===== src/hw/prc_params.svh =====
`ifndef PRC_PARAMS_SVH
`define PRC_PARAMS_SVH

// apb byte addresses
`define PRC_ADDR_ROUTING 12'h000
`define PRC_ADDR_T_POLARITY 12'h004
`define PRC_ADDR_P_DRIVE 12'h008
`define PRC_ADDR_P_PULL_EN 12'h00c
`define PRC_ADDR_P_FLAGS 12'h010
`define PRC_ADDR_P_POLARITY 12'h014
`define PRC_ADDR_P_IRQ_EN 12'h018

// routing field positions
`define PRC_HSB_LSB 6
`define PRC_HSA_LSB 4
`define PRC_LSB_LSB 2
`define PRC_LSA_LSB 0

// routing selector codes
`define PRC_SEL_PORT 2'h0
`define PRC_SEL_TIMER 2'h1
`define PRC_SEL_PWM_ALT 2'h2
`define PRC_SEL_PWM 2'h3

// flag register layout
`define PRC_OC_BIT 7
`define PRC_EDGE_MASK 8'h3f

// reset values
`define PRC_RST_ROUTING 8'h00
`define PRC_RST_ZERO 8'h00

`endif


===== src/hw/prc_pkg.sv =====
package prc_pkg;

  typedef struct packed {
    logic psel;
    logic penable;
    logic pwrite;
    logic [11:0] paddr;
    logic [31:0] pwdata;
  } prc_apb_req_t;

  typedef struct packed {
    logic [31:0] prdata;
    logic pready;
    logic pslverr;
  } prc_apb_rsp_t;

  typedef struct packed {
    logic [1:0] high_side_driver;
    logic [1:0] low_side_driver;
  } prc_drv_pins_t;

  typedef enum logic [0:0] {
    PRC_WRITE_OPEN,
    PRC_WRITE_LOCKED
  } prc_lock_t;

  typedef struct packed {
    logic [7:0] driver_pin_routing;
    prc_lock_t route_lock;
    logic [7:0] port_t_pull_polarity;
    logic [7:0] port_p_drive_strength;
    logic [7:0] port_p_pull_enable;
    logic [7:0] port_p_polarity;
    logic [7:0] port_p_irq_enable;
    logic [7:0] port_p_edge_flags;
    logic [5:0] pin_meta;
    logic [5:0] pin_sync;
    logic [5:0] pin_last;
    logic sync_valid;
    logic [31:0] prdata;
  } prc_state_t;

endpackage


===== src/hw/prc_port_routing.sv =====
// Contract
// - routing readable always; normal mode write once
// - reset routing zero; pins follow port bits
// - bits 7-6 route second high-side pin
// - bits 5-4 route first high-side pin
// - bits 3-2 route second low-side pin
// - bits 1-0 route first low-side pin
// - port T polarity: 1 pulldown, 0 pullup
// - port P pull enable only for inputs
// - port P pull direction from polarity bit
// - reduced drive bit, outputs only
// - drive strength applies to any function
// - edge flag set on valid active edge
// - edge direction from polarity bit
// - interrupt when flag and enable set
// - flag 7 set on over-current
`timescale 1ns/1ns
`default_nettype none
`include "prc_params.svh"

module prc_port_routing
  import prc_pkg::*;
#(
  parameter int P_PINS = 6,
  parameter int T_PINS = 4
) (
  input wire logic clk_sys, // 250 mhz bus clock
  input wire logic rst, // synchronous, active high
  input wire logic special_mode, // 1 allows repeated routing writes
  input wire prc_apb_req_t apb_req, // apb request
  output prc_apb_rsp_t apb_rsp, // apb answer
  input wire logic [1:0] high_side_port_bits, // high-side driver port bits
  input wire logic [1:0] low_side_port_bits, // low-side driver port bits
  input wire logic [7:0] pwm_out, // pwm channel outputs
  input wire logic [7:0] pwm_enabled, // pwm channel enables
  input wire logic [3:0] timer_unit_oc, // timer compare outputs
  input wire logic [3:0] timer_unit_oc_en, // timer compare enables
  output prc_drv_pins_t drv_pins, // routed driver pin levels
  input wire logic [T_PINS-1:0] port_t_pull_on, // port t pull active
  output logic [T_PINS-1:0] port_t_pulldown, // port t pulldown on
  output logic [T_PINS-1:0] port_t_pullup, // port t pullup on
  input wire logic [P_PINS-1:0] port_p_in, // port p pin levels, async
  input wire logic [P_PINS-1:0] port_p_is_output, // port p direction
  output logic [P_PINS-1:0] port_p_pulldown, // port p pulldown on
  output logic [P_PINS-1:0] port_p_pullup, // port p pullup on
  output logic [P_PINS-1:0] port_p_reduced, // port p reduced drive
  input wire logic overcurrent_event, // protected_port_pin over-current pulse
  output logic irq // level interrupt
);

  // elaboration refuses pin counts that the register bytes cannot hold
  if (P_PINS < 1 || P_PINS > 6) begin : g_bad_p_pins
    $error("P_PINS must be 1..6");
  end
  if (T_PINS < 1 || T_PINS > 8) begin : g_bad_t_pins
    $error("T_PINS must be 1..8");
  end

  prc_state_t s;
  prc_state_t next_s;

  logic wr_acc;
  logic rd_acc;
  logic [P_PINS-1:0] rise;
  logic [P_PINS-1:0] fall;
  logic [7:0] edge_set;
  logic [7:0] wr_byte;

  assign wr_acc = apb_req.psel && apb_req.penable && apb_req.pwrite;
  assign rd_acc = apb_req.psel && !apb_req.penable && !apb_req.pwrite;
  assign wr_byte = apb_req.pwdata[7:0];

  // ---------------------------------------------------------------
  // edge detection
  // ---------------------------------------------------------------
  genvar g;
  generate
    for (g = 0; g < P_PINS; g++) begin : g_edge
      assign rise[g] = s.pin_sync[g] && !s.pin_last[g];
      assign fall[g] = !s.pin_sync[g] && s.pin_last[g];
      // polarity 1 picks rising, 0 falling
      assign edge_set[g] = s.sync_valid && (s.port_p_polarity[g] ? rise[g] : fall[g]);
    end
    for (g = P_PINS; g < 8; g++) begin : g_edge_pad
      assign edge_set[g] = 1'b0;
    end
  endgenerate

  // ---------------------------------------------------------------
  // next state
  // ---------------------------------------------------------------
  always_comb begin
    logic [7:0] wdat;
    wdat = apb_req.pwdata[7:0];
    next_s = s;
    next_s.pin_meta = 6'(port_p_in);
    // first stage feeds only the second
    next_s.pin_sync = s.pin_meta;
    next_s.pin_last = s.pin_sync;
    next_s.sync_valid = 1'b1;
    next_s.prdata = 32'h0000_0000;
    if (rd_acc) begin
      if (apb_req.paddr == `PRC_ADDR_ROUTING) begin
        next_s.prdata = {24'h00_0000, s.driver_pin_routing};
      end else if (apb_req.paddr == `PRC_ADDR_T_POLARITY) begin
        next_s.prdata = {24'h00_0000, s.port_t_pull_polarity};
      end else if (apb_req.paddr == `PRC_ADDR_P_DRIVE) begin
        next_s.prdata = {24'h00_0000, s.port_p_drive_strength};
      end else if (apb_req.paddr == `PRC_ADDR_P_PULL_EN) begin
        next_s.prdata = {24'h00_0000, s.port_p_pull_enable};
      end else if (apb_req.paddr == `PRC_ADDR_P_FLAGS) begin
        next_s.prdata = {24'h00_0000, s.port_p_edge_flags};
      end else if (apb_req.paddr == `PRC_ADDR_P_POLARITY) begin
        next_s.prdata = {24'h00_0000, s.port_p_polarity};
      end else if (apb_req.paddr == `PRC_ADDR_P_IRQ_EN) begin
        next_s.prdata = {24'h00_0000, s.port_p_irq_enable};
      end
    end
    if (wr_acc) begin
      if (apb_req.paddr == `PRC_ADDR_ROUTING) begin
        // special mode writes also set the lock, so no write remains after leaving it
        if (special_mode || s.route_lock == PRC_WRITE_OPEN) begin
          next_s.driver_pin_routing = wdat;
          next_s.route_lock = PRC_WRITE_LOCKED;
        end
      end else if (apb_req.paddr == `PRC_ADDR_T_POLARITY) begin
        next_s.port_t_pull_polarity = wdat;
      end else if (apb_req.paddr == `PRC_ADDR_P_DRIVE) begin
        next_s.port_p_drive_strength = wdat;
      end else if (apb_req.paddr == `PRC_ADDR_P_PULL_EN) begin
        next_s.port_p_pull_enable = wdat & `PRC_EDGE_MASK;
      end else if (apb_req.paddr == `PRC_ADDR_P_FLAGS) begin
        next_s.port_p_edge_flags = s.port_p_edge_flags & ~wdat;
      end else if (apb_req.paddr == `PRC_ADDR_P_POLARITY) begin
        next_s.port_p_polarity = wdat;
      end else if (apb_req.paddr == `PRC_ADDR_P_IRQ_EN) begin
        next_s.port_p_irq_enable = wdat;
      end
    end
    // set wins over a same-cycle clear
    next_s.port_p_edge_flags = next_s.port_p_edge_flags | edge_set;
    if (overcurrent_event) begin
      next_s.port_p_edge_flags[`PRC_OC_BIT] = 1'b1;
    end
  end

  always_ff @(posedge clk_sys) begin
    if (rst) begin
      s <= '0;
      s.driver_pin_routing <= `PRC_RST_ROUTING;
      s.route_lock <= PRC_WRITE_OPEN;
      s.port_p_edge_flags <= `PRC_RST_ZERO;
    end else begin
      s <= next_s;
    end
  end

  // ---------------------------------------------------------------
  // apb answer: zero wait states, unmapped reads zero
  // ---------------------------------------------------------------
  assign apb_rsp = '{prdata: s.prdata, pready: 1'b1, pslverr: 1'b0};

  // ---------------------------------------------------------------
  // driver pin routing
  // ---------------------------------------------------------------
  logic [1:0] f_hsb;
  logic [1:0] f_hsa;
  logic [1:0] f_lsb;
  logic [1:0] f_lsa;
  assign f_hsb = s.driver_pin_routing[`PRC_HSB_LSB +: 2];
  assign f_hsa = s.driver_pin_routing[`PRC_HSA_LSB +: 2];
  assign f_lsb = s.driver_pin_routing[`PRC_LSB_LSB +: 2];
  assign f_lsa = s.driver_pin_routing[`PRC_LSA_LSB +: 2];

  // a routed source that is not enabled falls back to the port bit
  always_comb begin
    drv_pins.high_side_driver[1] = high_side_port_bits[1];
    if (f_hsb == `PRC_SEL_PWM && pwm_enabled[1]) begin
      drv_pins.high_side_driver[1] = pwm_out[1];
    end else if (f_hsb == `PRC_SEL_PWM_ALT && pwm_enabled[4]) begin
      drv_pins.high_side_driver[1] = pwm_out[4];
    end else if (f_hsb == `PRC_SEL_TIMER && timer_unit_oc_en[3]) begin
      drv_pins.high_side_driver[1] = timer_unit_oc[3];
    end
    drv_pins.high_side_driver[0] = high_side_port_bits[0];
    if (f_hsa[1] && pwm_enabled[3]) begin
      drv_pins.high_side_driver[0] = pwm_out[3];
    end else if (f_hsa == `PRC_SEL_TIMER && timer_unit_oc_en[2]) begin
      drv_pins.high_side_driver[0] = timer_unit_oc[2];
    end
    drv_pins.low_side_driver[1] = low_side_port_bits[1];
    if (f_lsb[1] && pwm_enabled[7]) begin
      drv_pins.low_side_driver[1] = pwm_out[7];
    end else if (f_lsb == `PRC_SEL_TIMER && timer_unit_oc_en[1]) begin
      drv_pins.low_side_driver[1] = timer_unit_oc[1];
    end
    drv_pins.low_side_driver[0] = low_side_port_bits[0];
    if (f_lsa == `PRC_SEL_PWM && pwm_enabled[5]) begin
      drv_pins.low_side_driver[0] = pwm_out[5];
    end else if (f_lsa == `PRC_SEL_PWM_ALT && pwm_enabled[6]) begin
      drv_pins.low_side_driver[0] = pwm_out[6];
    end else if (f_lsa == `PRC_SEL_TIMER && timer_unit_oc_en[0]) begin
      drv_pins.low_side_driver[0] = timer_unit_oc[0];
    end
  end

  // ---------------------------------------------------------------
  // pull devices and drive strength
  // ---------------------------------------------------------------
  assign port_t_pulldown = port_t_pull_on & s.port_t_pull_polarity[T_PINS-1:0];
  assign port_t_pullup = port_t_pull_on & ~s.port_t_pull_polarity[T_PINS-1:0];

  generate
    for (g = 0; g < P_PINS; g++) begin : g_pin
      logic pull_act;
      assign pull_act = s.port_p_pull_enable[g] && !port_p_is_output[g];
      assign port_p_pulldown[g] = pull_act && s.port_p_polarity[g];
      assign port_p_pullup[g] = pull_act && !s.port_p_polarity[g];
      // independent of what drives the pin
      assign port_p_reduced[g] = s.port_p_drive_strength[g] && port_p_is_output[g];
    end
  endgenerate

  // ---------------------------------------------------------------
  // interrupt
  // ---------------------------------------------------------------
  assign irq = |(s.port_p_edge_flags & s.port_p_irq_enable);
endmodule
`default_nettype wire

===== config.mk =====
export PLATFORM = sky130hd
export DESIGN_NAME = prc_port_routing
export DESIGN_NICKNAME = d
export VERILOG_FILES = /design/src/hw/prc_pkg.sv /design/src/hw/prc_port_routing.sv
export VERILOG_INCLUDE_DIRS = /design/src /design/src/hw
export SDC_FILE = /design/constraint.sdc
export NUM_CORES = 1
export LEC_CHECK = 0
export BUFFER_PORTS_ARGS = -buffer_cell sky130_fd_sc_hd__clkbuf_2
export CAP_MARGIN = 20
export CORE_AREA = 2 2 92 94
export DETAILED_ROUTE_END_ITERATION = 10
export DIE_AREA = 0 0 94 96
export PLACE_DENSITY = 0.84
export SLEW_MARGIN = 10
export SYNTH_ARGS = -nofsm -noshare
export SYNTH_HDL_FRONTEND = slang
export SYNTH_SLANG_ARGS = --single-unit

===== constraint.sdc =====
create_clock -name clk_sys -period 5.45 [get_ports clk_sys]
set_input_delay 1.09 -clock clk_sys [delete_from_list [all_inputs] [get_ports clk_sys]]
set_output_delay 1.09 -clock clk_sys [all_outputs]
set_load 0.005 [all_outputs]

After elaboration in Yosys (flattened, before gate mapping) --
Index checks and enable logic that the tools add are counted.
Operators by class: eq/ne operators 14, mux-type cells 32, bitwise logic cells 15, reduce and logical (&&, ||, !) cells 93
Operator list (count):
- 8-bit two-way mux | 13
- 1-bit logical AND | 56
- 12-bit by 5-bit == test with 1-bit output, second input constant | 3
- 33-bit two-way mux | 1
- 32-bit two-way mux | 1
- 1-bit zero test | 26
- 12-bit by 4-bit == test with 1-bit output, second input constant | 2
- 1-bit two-way mux | 17
- 8-bit bitwise AND | 2
- 8-bit OR reduction | 2
- 12-bit by 3-bit == test with 1-bit output, second input constant | 1
- 12-bit zero test | 1
- 4-bit bitwise AND | 2
- 2-bit by 1-bit == test with 1-bit output, second input constant | 4
- 2-bit == test, second input constant | 4
- 1-bit NOT | 8
- 8-bit NOT | 1
- 8-bit by 6-bit bitwise OR with 8-bit output | 1
- 8-bit AND reduction | 1
- 7-bit AND reduction | 1
- 3-bit AND reduction | 2
- 5-bit AND reduction | 1
- 4-bit NOT | 1
- 4-bit AND reduction | 1
- other kinds (2) | 2
Storage, ports and cells: bits in registers 106, bits of input ports 95, output and inout bits 65, word-level logic and storage cells 168

Depth between registers and ports, before layout --
Gate-level depths: netlist (run 1).
depth after elaboration 10, mapped depth 6

Worst setup path after synthesis (run 1) --
OpenSTA, ideal clock, no wires.
kind input port to output port, start point input pwm_enabled[4], end point output drv_pins[3] (netlist name), arrival time 1.647 ns, data required time 4.360 ns, path slack 2.713 ns, stages 4, buffers on the path 0, cell sequence nand2_1 -> a21oi_1 -> o32ai_1 -> o311a_1
RTL lines:
- start, declared | line prc_port_routing.sv:35 | input wire logic [7:0] pwm_enabled,
- end, declared | line prc_port_routing.sv:38 | output prc_drv_pins_t drv_pins,

==> summary.md, run 1 <==
| Metric | Value |
|---|---|
| Clock transition time at the flip-flop clock pins of the worst setup and hold paths | 70 ps |
| Layout cells sized above 1 | 0.265 |
| GRT busiest layer | met2 |
| Post-route ant nets | 0 |
| Total global-route track usage | 0.215 |
| Asr flop ratio synth | 0 |
| Y dimension of the die | 96 um |
| Fraction of met3 tracks used by global routing | 0.0673 |
| Design area | 0.00473 mm^2 |
| Insertion delay to the later sink of the worst-skew pair | 350 ps |
| Top FF cell, synth | sky130_fd_sc_hd__dfxtp_1 |
| Simple-gate area share of the yosys netlist | 0.254 |
| Area of the core | 0.00805 mm^2 |
| Portion of total power attributed to the clock network | 0.379 |
| Critical Path Sink Type | flop |
| Net Sw Frac | 0.232 |
| Global routing met1 resource utilization | 0.253 |
| Synth Area per Inst | 8.72 um^2 |
| H-tree depth | 3 |
| Io pins | 160 |
| Initial drt markers | 293 |
| Top-count cell post-synth | sky130_fd_sc_hd__dfxtp_1 |
| Placed inst area | 0.00454 mm^2 |
| Drt via density | 5.56 |
| Number of buffers inserted during clock tree synthesis | 9 |
| Post-route setup TNS | 0 ps |
| Destination of the worst hold path | next_s[34] |
| Final worst-path cycle share | 0.562 |
| Most used standard cells in the synthesized netlist | 82 x sky130_fd_sc_hd__dfxtp_1, 56 x sky130_fd_sc_hd__nand2_1, 39 x sky130_fd_sc_hd__mux2i_1, 36 x sky130_fd_sc_hd__buf_4 |
| Overflow left after global routing | 0 |
| Count of port buffers added during placement | 105 |
| Post-DP HPWL | 7350 um |
| Fin Clk Skew | 6.26 ps |
| Synth-to-layout area growth | 14.2% |
| Cell family contributing the most delay on the critical path | buffers and inverters |
| Yosys Warn Count | 0 |
| Antenna fix cells | 0 |
| Number of antenna violations at the first check in global routing | 0 |
| Worst IR Drop VDD | 0.201 mV |
| Nets | 655 |
| Drt first pass iters | 5 |
| Portion of synthesized cell area occupied by the leading cell type | 0.396 |
| Number of max-slew violations in the final report | 0 |
| Static Leak | 0.00219 uW |
| Worst slew pin tran | 1040 ps |
| Wire length reported by the detailed router | 9790 um |
| Global-route wire length before repair | 15200 um |
| Synthesized-area fraction occupied by ao, oa, aoi and oai cells | 0.141 |
| Flop-to-flop setup slack | 4040 ps |
| Final GP Congestion | 0.926 |
| Avg WL per Cell | 14.7 um |
| Launch point of the worst reg-to-reg path | s[99] |
| Largest family of logic cells by synthesized area | simple AND/OR/NAND/NOR gates |
| CP startpoint kind | primary input |
| CTS root buf | sky130_fd_sc_hd__clkbuf_8 |
| Time the worst path needs with I/O delays and setup | 3060 ps |
| Maximum fanout encountered on the critical timing path | 35 |
| Count of cell types in the netlist | 54 |
| Critical path start-end classification | primary input to flop |
| TritonCTS clock tree | built |
| Number of hold-repair buffers added at the cts stage | 0 |
| Die ar. | 0.00902 mm^2 |
| Final setup vio count | 0 |
| Req. time, crit path | 5750 ps |
| Number of setup buffers added after CTS | 0 |
| Arrival @ worst endpoint | 3360 ps |
| Worst max-slew margin expressed relative to the limit | 0.308 |
| Post-CTS sizing | 0 |
| Gate power share | 0.084 |
| Cells along the critical path | clkbuf_2, inv_1, buf_4, nand2_1, nor3_1, a31o_2 |
| Floorplan die width | 94 um |
| Reg2Reg Depth | 3 |
| Routed vias | 3712 |
| Met2 GRT Util | 0.360 |
| Cell Pwr Density | 240 mW/mm^2 |
| Largest net degree at the start of global routing | 36 |
| Hold path cells | 1 |
| Most area-consuming cells after synthesis | sky130_fd_sc_hd__dfxtp_1 40%, sky130_fd_sc_hd__mux2i_1 9.4%, sky130_fd_sc_hd__buf_4 6.5% |
| Row cnt | 33 |
| Largest area contributor in the synthesized netlist | sky130_fd_sc_hd__dfxtp_1 |
| Final hold viol count | 0 |
| FF+latch count, synth | 82 |
| Starting density of the core | 0.515 |
| Number of global-route vias before repair | 3308 |
| Hold_sp | next_s[40] |
| Post-synthesis instance area | 0.00414 mm^2 |
| EDFF count, synth | 0 |
| Post-synthesis adder-cell area fraction | 0 |
| Fraction of power consumed by sequential logic | 0.536 |
| Run status | completed |
| Max_cap viols | 0 |
| Deepest clock path buffer count | 2 |
| Cell Int Power | 873 uW |
| FF-to-FF End | f_lsb[1] |
| Clock Sinks | 82 |
| Switching component of the power | 264 uW |
| CP max-delay cell | sky130_fd_sc_hd__inv_1 |
| Maximum clock frequency | 326 MHz |
| Register area share after synthesis | 0.396 |
| Class of the worst hold path | flop to flop |
| Residual DRC | 0 |
| Synth Area in XOR/XNOR | 0 |
| Multiplexer fraction of the synthesized cell area | 0.0997 |
| RSZ-0062 raised after global routing | false |
| Post-synthesis cell count | 475 |
| CP max stage delay | 890 ps |
| Sum of buffers and inverters on the critical path | 3 |
[cells by family (layout without fill, tap and decap cells)]
| group | after synthesis | count (layout) |
|---|---|---|
| multiplexers | 41 | 41 |
| AND/OR/NAND/NOR | 186 | 186 |
| AO/OA/AOI/OAI | 85 | 85 |
| other | 2 | 26 |
| flip-flops | 82 | 82 |
| buffers and inverters | 79 | 143 |
[power groups by stage]
stage / clock network (uW) / registers, uW / logic (uW)
2_1_floorplan: 0 / 622 / 65.6
3_3_place_gp: 0 / 623 / 90.6
3_5_place_dp: 0 / 624 / 93.8
4_1_cts: 436 / 610 / 94.2
5_1_grt: 463 / 611 / 105
6_report: 431 / 610 / 95.8
[flip-flops by register name (all words and copies together) (netlist names)]
| name | count |
|---|---|
| next_s | 12 |
| f_hsa | 2 |
| f_hsb | 2 |
| s | 54 |
| apb_rsp | 8 |
| f_lsa | 2 |
| f_lsb | 2 |
[through the flow]
step                      std cells  hold WS, ps  utilization  setup slack [ps]  power, uW
after CTS                       668          442        0.588              2410       1140
after global routing            668          464        0.588              2240       1180
after detailed placement        654          424        0.564              2080        718
final                           668          437        0.588              2390       1140
after floorplan                 499          414            -              2710        688
after global placement          654          416        0.564              2150        714
[final cells by class]
class,instances,area [um^2]
clock inverter,3,40.0
tap,105,131
sequential,82,1640
timing repair buffer,106,533
clock buffer,11,151
fill,706,3320
multi-input combinational,338,2150
inverter,23,86.3
[layout by cell type (no fill, tap or decap), types with 3 or more instances in the layout]
| cell type | synthesis | routed |
|---|---|---|
| sky130_fd_sc_hd__nand4_1 | 5 | 5 |
| sky130_fd_sc_hd__nor2_1 | 13 | 13 |
| sky130_fd_sc_hd__nand3_1 | 6 | 6 |
| sky130_fd_sc_hd__inv_1 | 23 | 23 |
| sky130_fd_sc_hd__nor3b_1 | 16 | 16 |
| sky130_fd_sc_hd__a31o_2 | 16 | 16 |
| sky130_fd_sc_hd__nand2b_1 | 7 | 7 |
| sky130_fd_sc_hd__clkbuf_8 | 0 | 11 |
| sky130_fd_sc_hd__and2_1 | 10 | 10 |
| sky130_fd_sc_hd__o22ai_1 | 4 | 4 |
| sky130_fd_sc_hd__a22oi_1 | 4 | 4 |
| sky130_fd_sc_hd__a221oi_1 | 3 | 3 |
| sky130_fd_sc_hd__nor3_1 | 24 | 24 |
| sky130_fd_sc_hd__or4_1 | 3 | 3 |
| sky130_fd_sc_hd__mux2i_1 | 39 | 39 |
| sky130_fd_sc_hd__o211ai_1 | 4 | 4 |
| sky130_fd_sc_hd__nand2_1 | 56 | 56 |
| sky130_fd_sc_hd__o21ai_0 | 18 | 18 |
| sky130_fd_sc_hd__clkbuf_2 | 1 | 105 |
| sky130_fd_sc_hd__a21oi_1 | 19 | 19 |
| sky130_fd_sc_hd__conb_1 | 2 | 26 |
| sky130_fd_sc_hd__dfxtp_1 | 82 | 82 |
| sky130_fd_sc_hd__nor2b_1 | 24 | 24 |
| sky130_fd_sc_hd__o221ai_1 | 4 | 4 |
[worst max path at each step]
stage                              to                start  slack (ps)  cells after the start
after floorplan           drv_pins[3]       pwm_enabled[4]        2710                      4
after detailed placement        s[95]                  rst        2080                      6
final                           s[95]                  rst        2390                      6
after CTS                 drv_pins[3]  timer_unit_oc_en[3]        2410                      5
after global routing            s[88]                  rst        2240                      6
after global placement          s[88]                  rst        2150                      6
[routing by layer]
metal | wire (um) | vias to the layer above
met3 | 801 | 26
met2 | 4620 | 179
met5 | 0 | -
met4 | 246 | 0
li1 | - | 1780
met1 | 4130 | 1727
Note: power is estimated with default switching activity, not from simulation.
==> inputs of run 2 (changes only) <==
CORE_AREA = 2 2 95 97   (was 2 2 92 94)
DIE_AREA = 0 0 97 99   (was 0 0 94 96)
PLACE_DENSITY = 0.79   (was 0.84)
clock period = 3.15 ns   (was 5.45 ns; I/O delays follow)
==> summary.md, run 2 (synthesis results as in run 1) <==
| Metric | Value |
|---|---|
| Layout cells sized above 1 | 0.272 (+0.00728) |
| Final GP Congestion | 0.885 (-4.4%) |
| Register name with the most flops | s |
| Minimum hold slack | 442 ps (+4.56 ps) |
| Portion of total power attributed to the clock network | 0.355 (-0.024) |
| Most common cell after layout, fill and taps aside | sky130_fd_sc_hd__clkbuf_2 |
| Antenna fix cells | 0 (unchanged) |
| Number of hold-repair buffers added at the cts stage | 0 (unchanged) |
| Flop-to-flop setup slack | 1740 ps (-2300 ps) |
| Number of antenna violations at the first check in global routing | 0 (unchanged) |
| Y dimension of the die | 99 um (+3.1%) |
| CTS root buf | sky130_fd_sc_hd__clkbuf_8 |
| Total global-route track usage | 0.215 (about the same) |
| Run status | completed |
| Net Sw Frac | 0.261 (+0.0293) |
| Critical Path Sink Type | output port |
| Post-CTS sizing | 0 (unchanged) |
| Post-route ant nets | 0 (unchanged) |
| Final hold viol count | 0 (unchanged) |
| Global-route wire length before repair | 16800 um (+11%) |
| Drt via density | 5.55 (-0.15%) |
| Reg2Reg Depth | 3 (unchanged) |
| H-tree depth | 3 (unchanged) |
| Sequential cell area | 0.00164 mm^2 (unchanged) |
| Clock transition time at the flip-flop clock pins of the worst setup and hold paths | 90 ps (+20 ps) |
| Clock Sinks | 82 (unchanged) |
| Row cnt | 34 (+3.0%) |
| Floorplan die width | 97 um (+3.2%) |
| Static Leak | 0.00220 uW (+0.42%) |
| Post-route setup TNS | 0 ps (unchanged) |
| Avg WL per Cell | 15.0 um (+2.6%) |
| CP startpoint kind | flop |
| Final setup vio count | 0 (unchanged) |
| Req. time, crit path | 2520 ps (-3230 ps) |
| Insertion delay to the later sink of the worst-skew pair | 360 ps (about the same) |
| Time the worst path needs with I/O delays and setup | 2210 ps |
| Die ar. | 0.00960 mm^2 (+6.4%) |
| Maximum clock frequency | 452 MHz |
| Multi-input gate area in the final layout | 0.00215 mm^2 (unchanged) |
| Max_cap viols | 0 (unchanged) |
| FILL cells | 795 (+13%) |
| Starting density of the core | 0.484 (-0.0300) |
| Worst slew pin tran | 609 ps (-428 ps) |
| Top library cells by usage in the layout, fill and taps aside | 105 x sky130_fd_sc_hd__clkbuf_2, 82 x sky130_fd_sc_hd__dfxtp_1, 56 x sky130_fd_sc_hd__nand2_1, 39 x sky130_fd_sc_hd__mux2i_1, 26 x sky130_fd_sc_hd__conb_1 |
| Post-layout utilization of the core | 0.555 (-0.0323) |
| Switching component of the power | 496 uW (+88%) |
| Worst IR Drop VDD | 0.242 mV (+20%) |
| Overall Power | 1900 uW (+67%) |
| Initial drt markers | 234 (-20%) |
| Overflow left after global routing | 0 (unchanged) |
| Final Non-Filler Cells | 678 (+1.5%) |
| Maximum fanout encountered on the critical timing path | 7 (-80%) |
| Post-DP HPWL | 7680 um (+4.5%) |
| Final worst-path cycle share | 0.702 |
| Area of the core | 0.00855 mm^2 (+6.2%) |
| Number of global-route vias before repair | 3518 (+6.3%) |
| Critical Path Sink | drv_pins[3] |
| Number of setup buffers added after CTS | 0 (unchanged) |
| Largest net degree at the start of global routing | 30 (-17%) |
| Number of cells after detailed placement | 662 (+1.2%) |
| Residual DRC | 0 (unchanged) |
| FF-to-FF End | f_hsb[0] |
| Cell Pwr Density | 400 mW/mm^2 (+66%) |
| Nets | 660 (+0.76%) |
| Fin Clk Skew | 8.57 ps (+2.31 ps) |
| Critical path start-end classification | flop to output port |
| Deepest clock path buffer count | 2 (unchanged) |
| Routed vias | 3762 (+1.3%) |
| Number of max-slew violations in the final report | 0 (unchanged) |
| Cell Int Power | 1400 uW (+61%) |
| Synth-to-layout area growth | 14.6% |
| RSZ-0062 raised after global routing | false |
| Drt first pass iters | 6 (+1) |
| Class of the worst hold path | flop to flop |
| Fraction of power consumed by sequential logic | 0.555 (+0.019) |
| Gate power share | 0.090 (+0.006) |
| Number of buffers inserted during clock tree synthesis | 9 (unchanged) |
| Launch point of the worst reg-to-reg path | s[99] |
| Arrival @ worst endpoint | 1580 ps (-1780 ps) |
| Count of port buffers added during placement | 105 (unchanged) |
| Worst max-slew margin expressed relative to the limit | 0.594 (+0.286) |
| Startpoint of the most critical setup path | f_hsb[0] |
| Wire length reported by the detailed router | 10200 um (+4.2%) |
| TritonCTS clock tree | built |
| Largest register FFs | 54 (unchanged) |
| Io pins | 160 (unchanged) |
## run 2: changes by cell type in the layout (fill, tap and decap cells not counted), sizes merged
cell | previous run | this run
bufinv | 1 | 0
clkinvlp | 0 | 1
clkbuf | 116 | 115
inv | 23 | 25
buf | 1 | 6
clkinv | 2 | 3
## run 2: how the worst min path moves through the flow
stage                     startpoint         end  slack (ps)  cells past startpoint
after CTS                 next_s[41]  next_s[35]         440                      1
after detailed placement  next_s[41]  next_s[35]         420                      1
after global routing      next_s[44]  next_s[38]         470                      1
after global placement    next_s[40]  next_s[34]         420                      1
final                     next_s[41]  next_s[35]         440                      1
after floorplan           next_s[39]  next_s[33]         410                      1
## run 2: stage by stage
step	area [um^2]	worst slack, ps
2_1_floorplan	4230	1080
3_3_place_gp	4580	626
3_5_place_dp	4580	582
4_1_cts	4750	936
5_1_grt	4750	776
6_report	4750	939
## run 2: cell type report
class	instances	share of cell area
well taps	108	0.0285
multi-input cells	338	0.452
repair buffers	111	0.120
inverters	23	0.0182
clock inverters	6	0.00843
clock buffers	10	0.0269
flip-flops and latches	82	0.346
## run 2: power by group through the flow
stage          clock [uW]  combinational, uW  sequential [uW]
4_1_cts               686                169             1050
2_1_floorplan           0                114             1080
3_5_place_dp            0                168             1080
3_3_place_gp            0                164             1080
5_1_grt               722                188             1060
6_report              674                171             1050
## run 2: worst max-delay path, cell delays in order, from the launching register on
cell,delay [ps]
sky130_fd_sc_hd__dfxtp_1,450
sky130_fd_sc_hd__nor4bb_1,380
sky130_fd_sc_hd__o211ai_1,140
sky130_fd_sc_hd__o311a_1,140
sky130_fd_sc_hd__clkbuf_2,110
## run 2: routing by layer
layer,GRT usage,wire length [um]
met4,0.0791,188
met1,0.276,4360
met3,0.0340,712
met5,0,0
met2,0.366,4950
==> inputs of run 3 (changes only) <==
clock period = 2.1 ns   (was 3.15 ns; I/O delays follow)
==> summary.md, run 3 (synthesis results as in run 1) <==
| Metric | Value |
|---|---|
| Number of max-slew violations in the final report | 0 (unchanged) |
| Number of setup buffers added after CTS | 0 (unchanged) |
| Cells along the critical path | nor4bb_1, o211ai_1, o311a_1, clkbuf_2 |
| CP max-delay cell | sky130_fd_sc_hd__dfxtp_1 |
| Row cnt | 34 (unchanged) |
| Top library cells by usage in the layout, fill and taps aside | 105 x sky130_fd_sc_hd__clkbuf_2, 82 x sky130_fd_sc_hd__dfxtp_1, 56 x sky130_fd_sc_hd__nand2_1, 39 x sky130_fd_sc_hd__mux2i_1, 26 x sky130_fd_sc_hd__conb_1 |
| Final hold viol count | 0 (unchanged) |
| Avg WL per Cell | 14.7 um (-2.6%) |
| Time the worst path needs with I/O delays and setup | 1960 ps |
| Launch point of the worst reg-to-reg path | s[99] |
| Cell Int Power | 2250 uW (+60%) |
| RSZ-0062 raised after global routing | false |
| Insertion delay to the later sink of the worst-skew pair | 350 ps (about the same) |
| Clock transition time at the flip-flop clock pins of the worst setup and hold paths | 90 ps (about the same) |
| Number of global-route vias before repair | 3582 (+1.8%) |
| Register name with the most flops | s |
| Final worst-path cycle share | 0.935 |
| Total global-route track usage | 0.214 (-0.000601) |
| FF-to-FF End | f_lsa[0] |
| Arrival @ worst endpoint | 1540 ps (-40 ps) |
| Starting density of the core | 0.484 (unchanged) |
| Routed vias | 3798 (+0.96%) |
| Hold path cells | 2 (+1) |
| Worst IR Drop VDD | 0.414 mV (+71%) |
| Critical path start-end classification | flop to output port |
| Maximum clock frequency | 510 MHz |
| Largest net degree at the start of global routing | 37 (+23%) |
| Initial drt markers | 203 (-13%) |
| Final GP Congestion | 0.902 (+1.9%) |
| TritonCTS clock tree | built |
| Static Leak | 0.00229 uW (+4.1%) |
| Number of buffers inserted during clock tree synthesis | 9 (unchanged) |
| Io pins | 160 (unchanged) |
| Die ar. | 0.00960 mm^2 (unchanged) |
| Class of the worst hold path | primary input to flop |
| CTS root buf | sky130_fd_sc_hd__clkbuf_8 |
| Req. time, crit path | 1680 ps (-840 ps) |
| Count of port buffers added during placement | 105 (unchanged) |
| Flop-to-flop setup slack | 820 ps (-920 ps) |
| Nets | 678 (+2.7%) |
| Fraction of power consumed by sequential logic | 0.531 (-0.024) |
| Maximum fanout encountered on the critical timing path | 7 (unchanged) |
| Max_cap viols | 0 (unchanged) |
| CP Depth | 4 (unchanged) |
| Post-route ant nets | 0 (unchanged) |
| Antenna fix cells | 0 (unchanged) |
| Net Sw Frac | 0.247 (-0.0147) |
| Sum of buffers and inverters on the critical path | 1 (unchanged) |
| Hold_sp | port_p_in[0] |
| Cell family contributing the most delay on the critical path | flip-flops |
| H-tree depth | 3 (unchanged) |
| Minimum hold slack | 269 ps (-173 ps) |
| Post-DP HPWL | 7910 um (+3.0%) |
| Deepest clock path buffer count | 2 (unchanged) |
| Largest register FFs | 54 (unchanged) |
| Portion of total power attributed to the clock network | 0.377 (+0.022) |
| Floorplan die width | 97 um (unchanged) |
| Drt first pass iters | 5 (-1) |
| Cell Pwr Density | 606 mW/mm^2 (+52%) |
| Wire length reported by the detailed router | 10200 um (about the same) |
| Number of antenna violations at the first check in global routing | 0 (unchanged) |
| Post-route setup TNS | 0 ps (unchanged) |
| Switching component of the power | 735 uW (+48%) |
| Drt via density | 5.46 (-1.7%) |
| Run status | completed |
| Clock Sinks | 82 (unchanged) |
| Final setup vio count | 0 (unchanged) |
| Most common cell after layout, fill and taps aside | sky130_fd_sc_hd__clkbuf_2 |
| Destination of the worst hold path | next_s[39] |
| Y dimension of the die | 99 um (unchanged) |
| Residual DRC | 0 (unchanged) |
| CP startpoint kind | flop |
| CP max stage delay | 440 ps (about the same) |
| Global-route wire length before repair | 16800 um (about the same) |
| Fin Clk Skew | 13.2 ps (+4.58 ps) |
| Layout cells sized above 1 | 0.294 (+0.0223) |
| Gate power share | 0.092 (+0.002) |
| Reg2Reg Depth | 4 (+1) |
| Critical Path Sink Type | output port |
| Overflow left after global routing | 0 (unchanged) |
| Synth-to-layout area growth | 18.7% |
| Area of the core | 0.00855 mm^2 (unchanged) |
run 3: power groups by stage:
stage	logic (uW)	registers (uW)	clock network, uW
finish	274	1580	1120
global route	300	1580	1210
floorplan	170	1620	0
global placement	264	1620	0
detailed placement	270	1620	0
CTS	271	1580	1140
run 3: timing repair:
action | in CTS | in global routing
gates resized for setup | 0 | 1
endpoints found under the setup margin | 0 | 1
hold buffers | 0 | 0
run 3: final cells by class:
class,count,area (um^2)
Fill cell,789,3630
Multi-Input combinational cell,338,2150
Clock inverter,5,62.6
Clock buffer,11,131
Timing Repair Buffer,129,706
Inverter,23,86.3
Tap cell,108,135
Sequential cell,82,1640
run 3: metal layers:
layer / up-vias / global-route usage / routed length [um]
met5: - / 0 / 0
met3: 13 / 0.0426 / 712
li1: 1835 / - / -
met1: 1797 / 0.269 / 4430
met4: 0 / 0.0715 / 121
met2: 153 / 0.369 / 4940
run 3: metrics by stage:
step                worst slack (ps)  total power, uW  utilization  cell area, um^2  instances
global route                    48.2             3100        0.575             4920        696
finish                           138             2980        0.575             4920        696
detailed placement             -34.4             1890        0.552             4720        680
floorplan                        237             1790            -             4230        499
global placement               -1.78             1880        0.552             4720        680
CTS                              119             2990        0.574             4910        696
run 3: worst reg2reg max path, delay by kind of cell (launching register included):
family                 cells  cell delay (ps)
buffers and inverters      1              200
flip-flops                 1              310
multiplexers               1              130
AND/OR/NAND/NOR            2              520
run 3: worst max-delay path by stage:
stage,to,startpoint
6_report,drv_pins[3],f_hsb[0]
5_1_grt,drv_pins[0],f_lsa[0]
4_1_cts,drv_pins[0],f_lsa[0]
3_5_place_dp,s[78],apb_req[42]
3_3_place_gp,s[78],apb_req[42]
2_1_floorplan,s[83],apb_req[43]
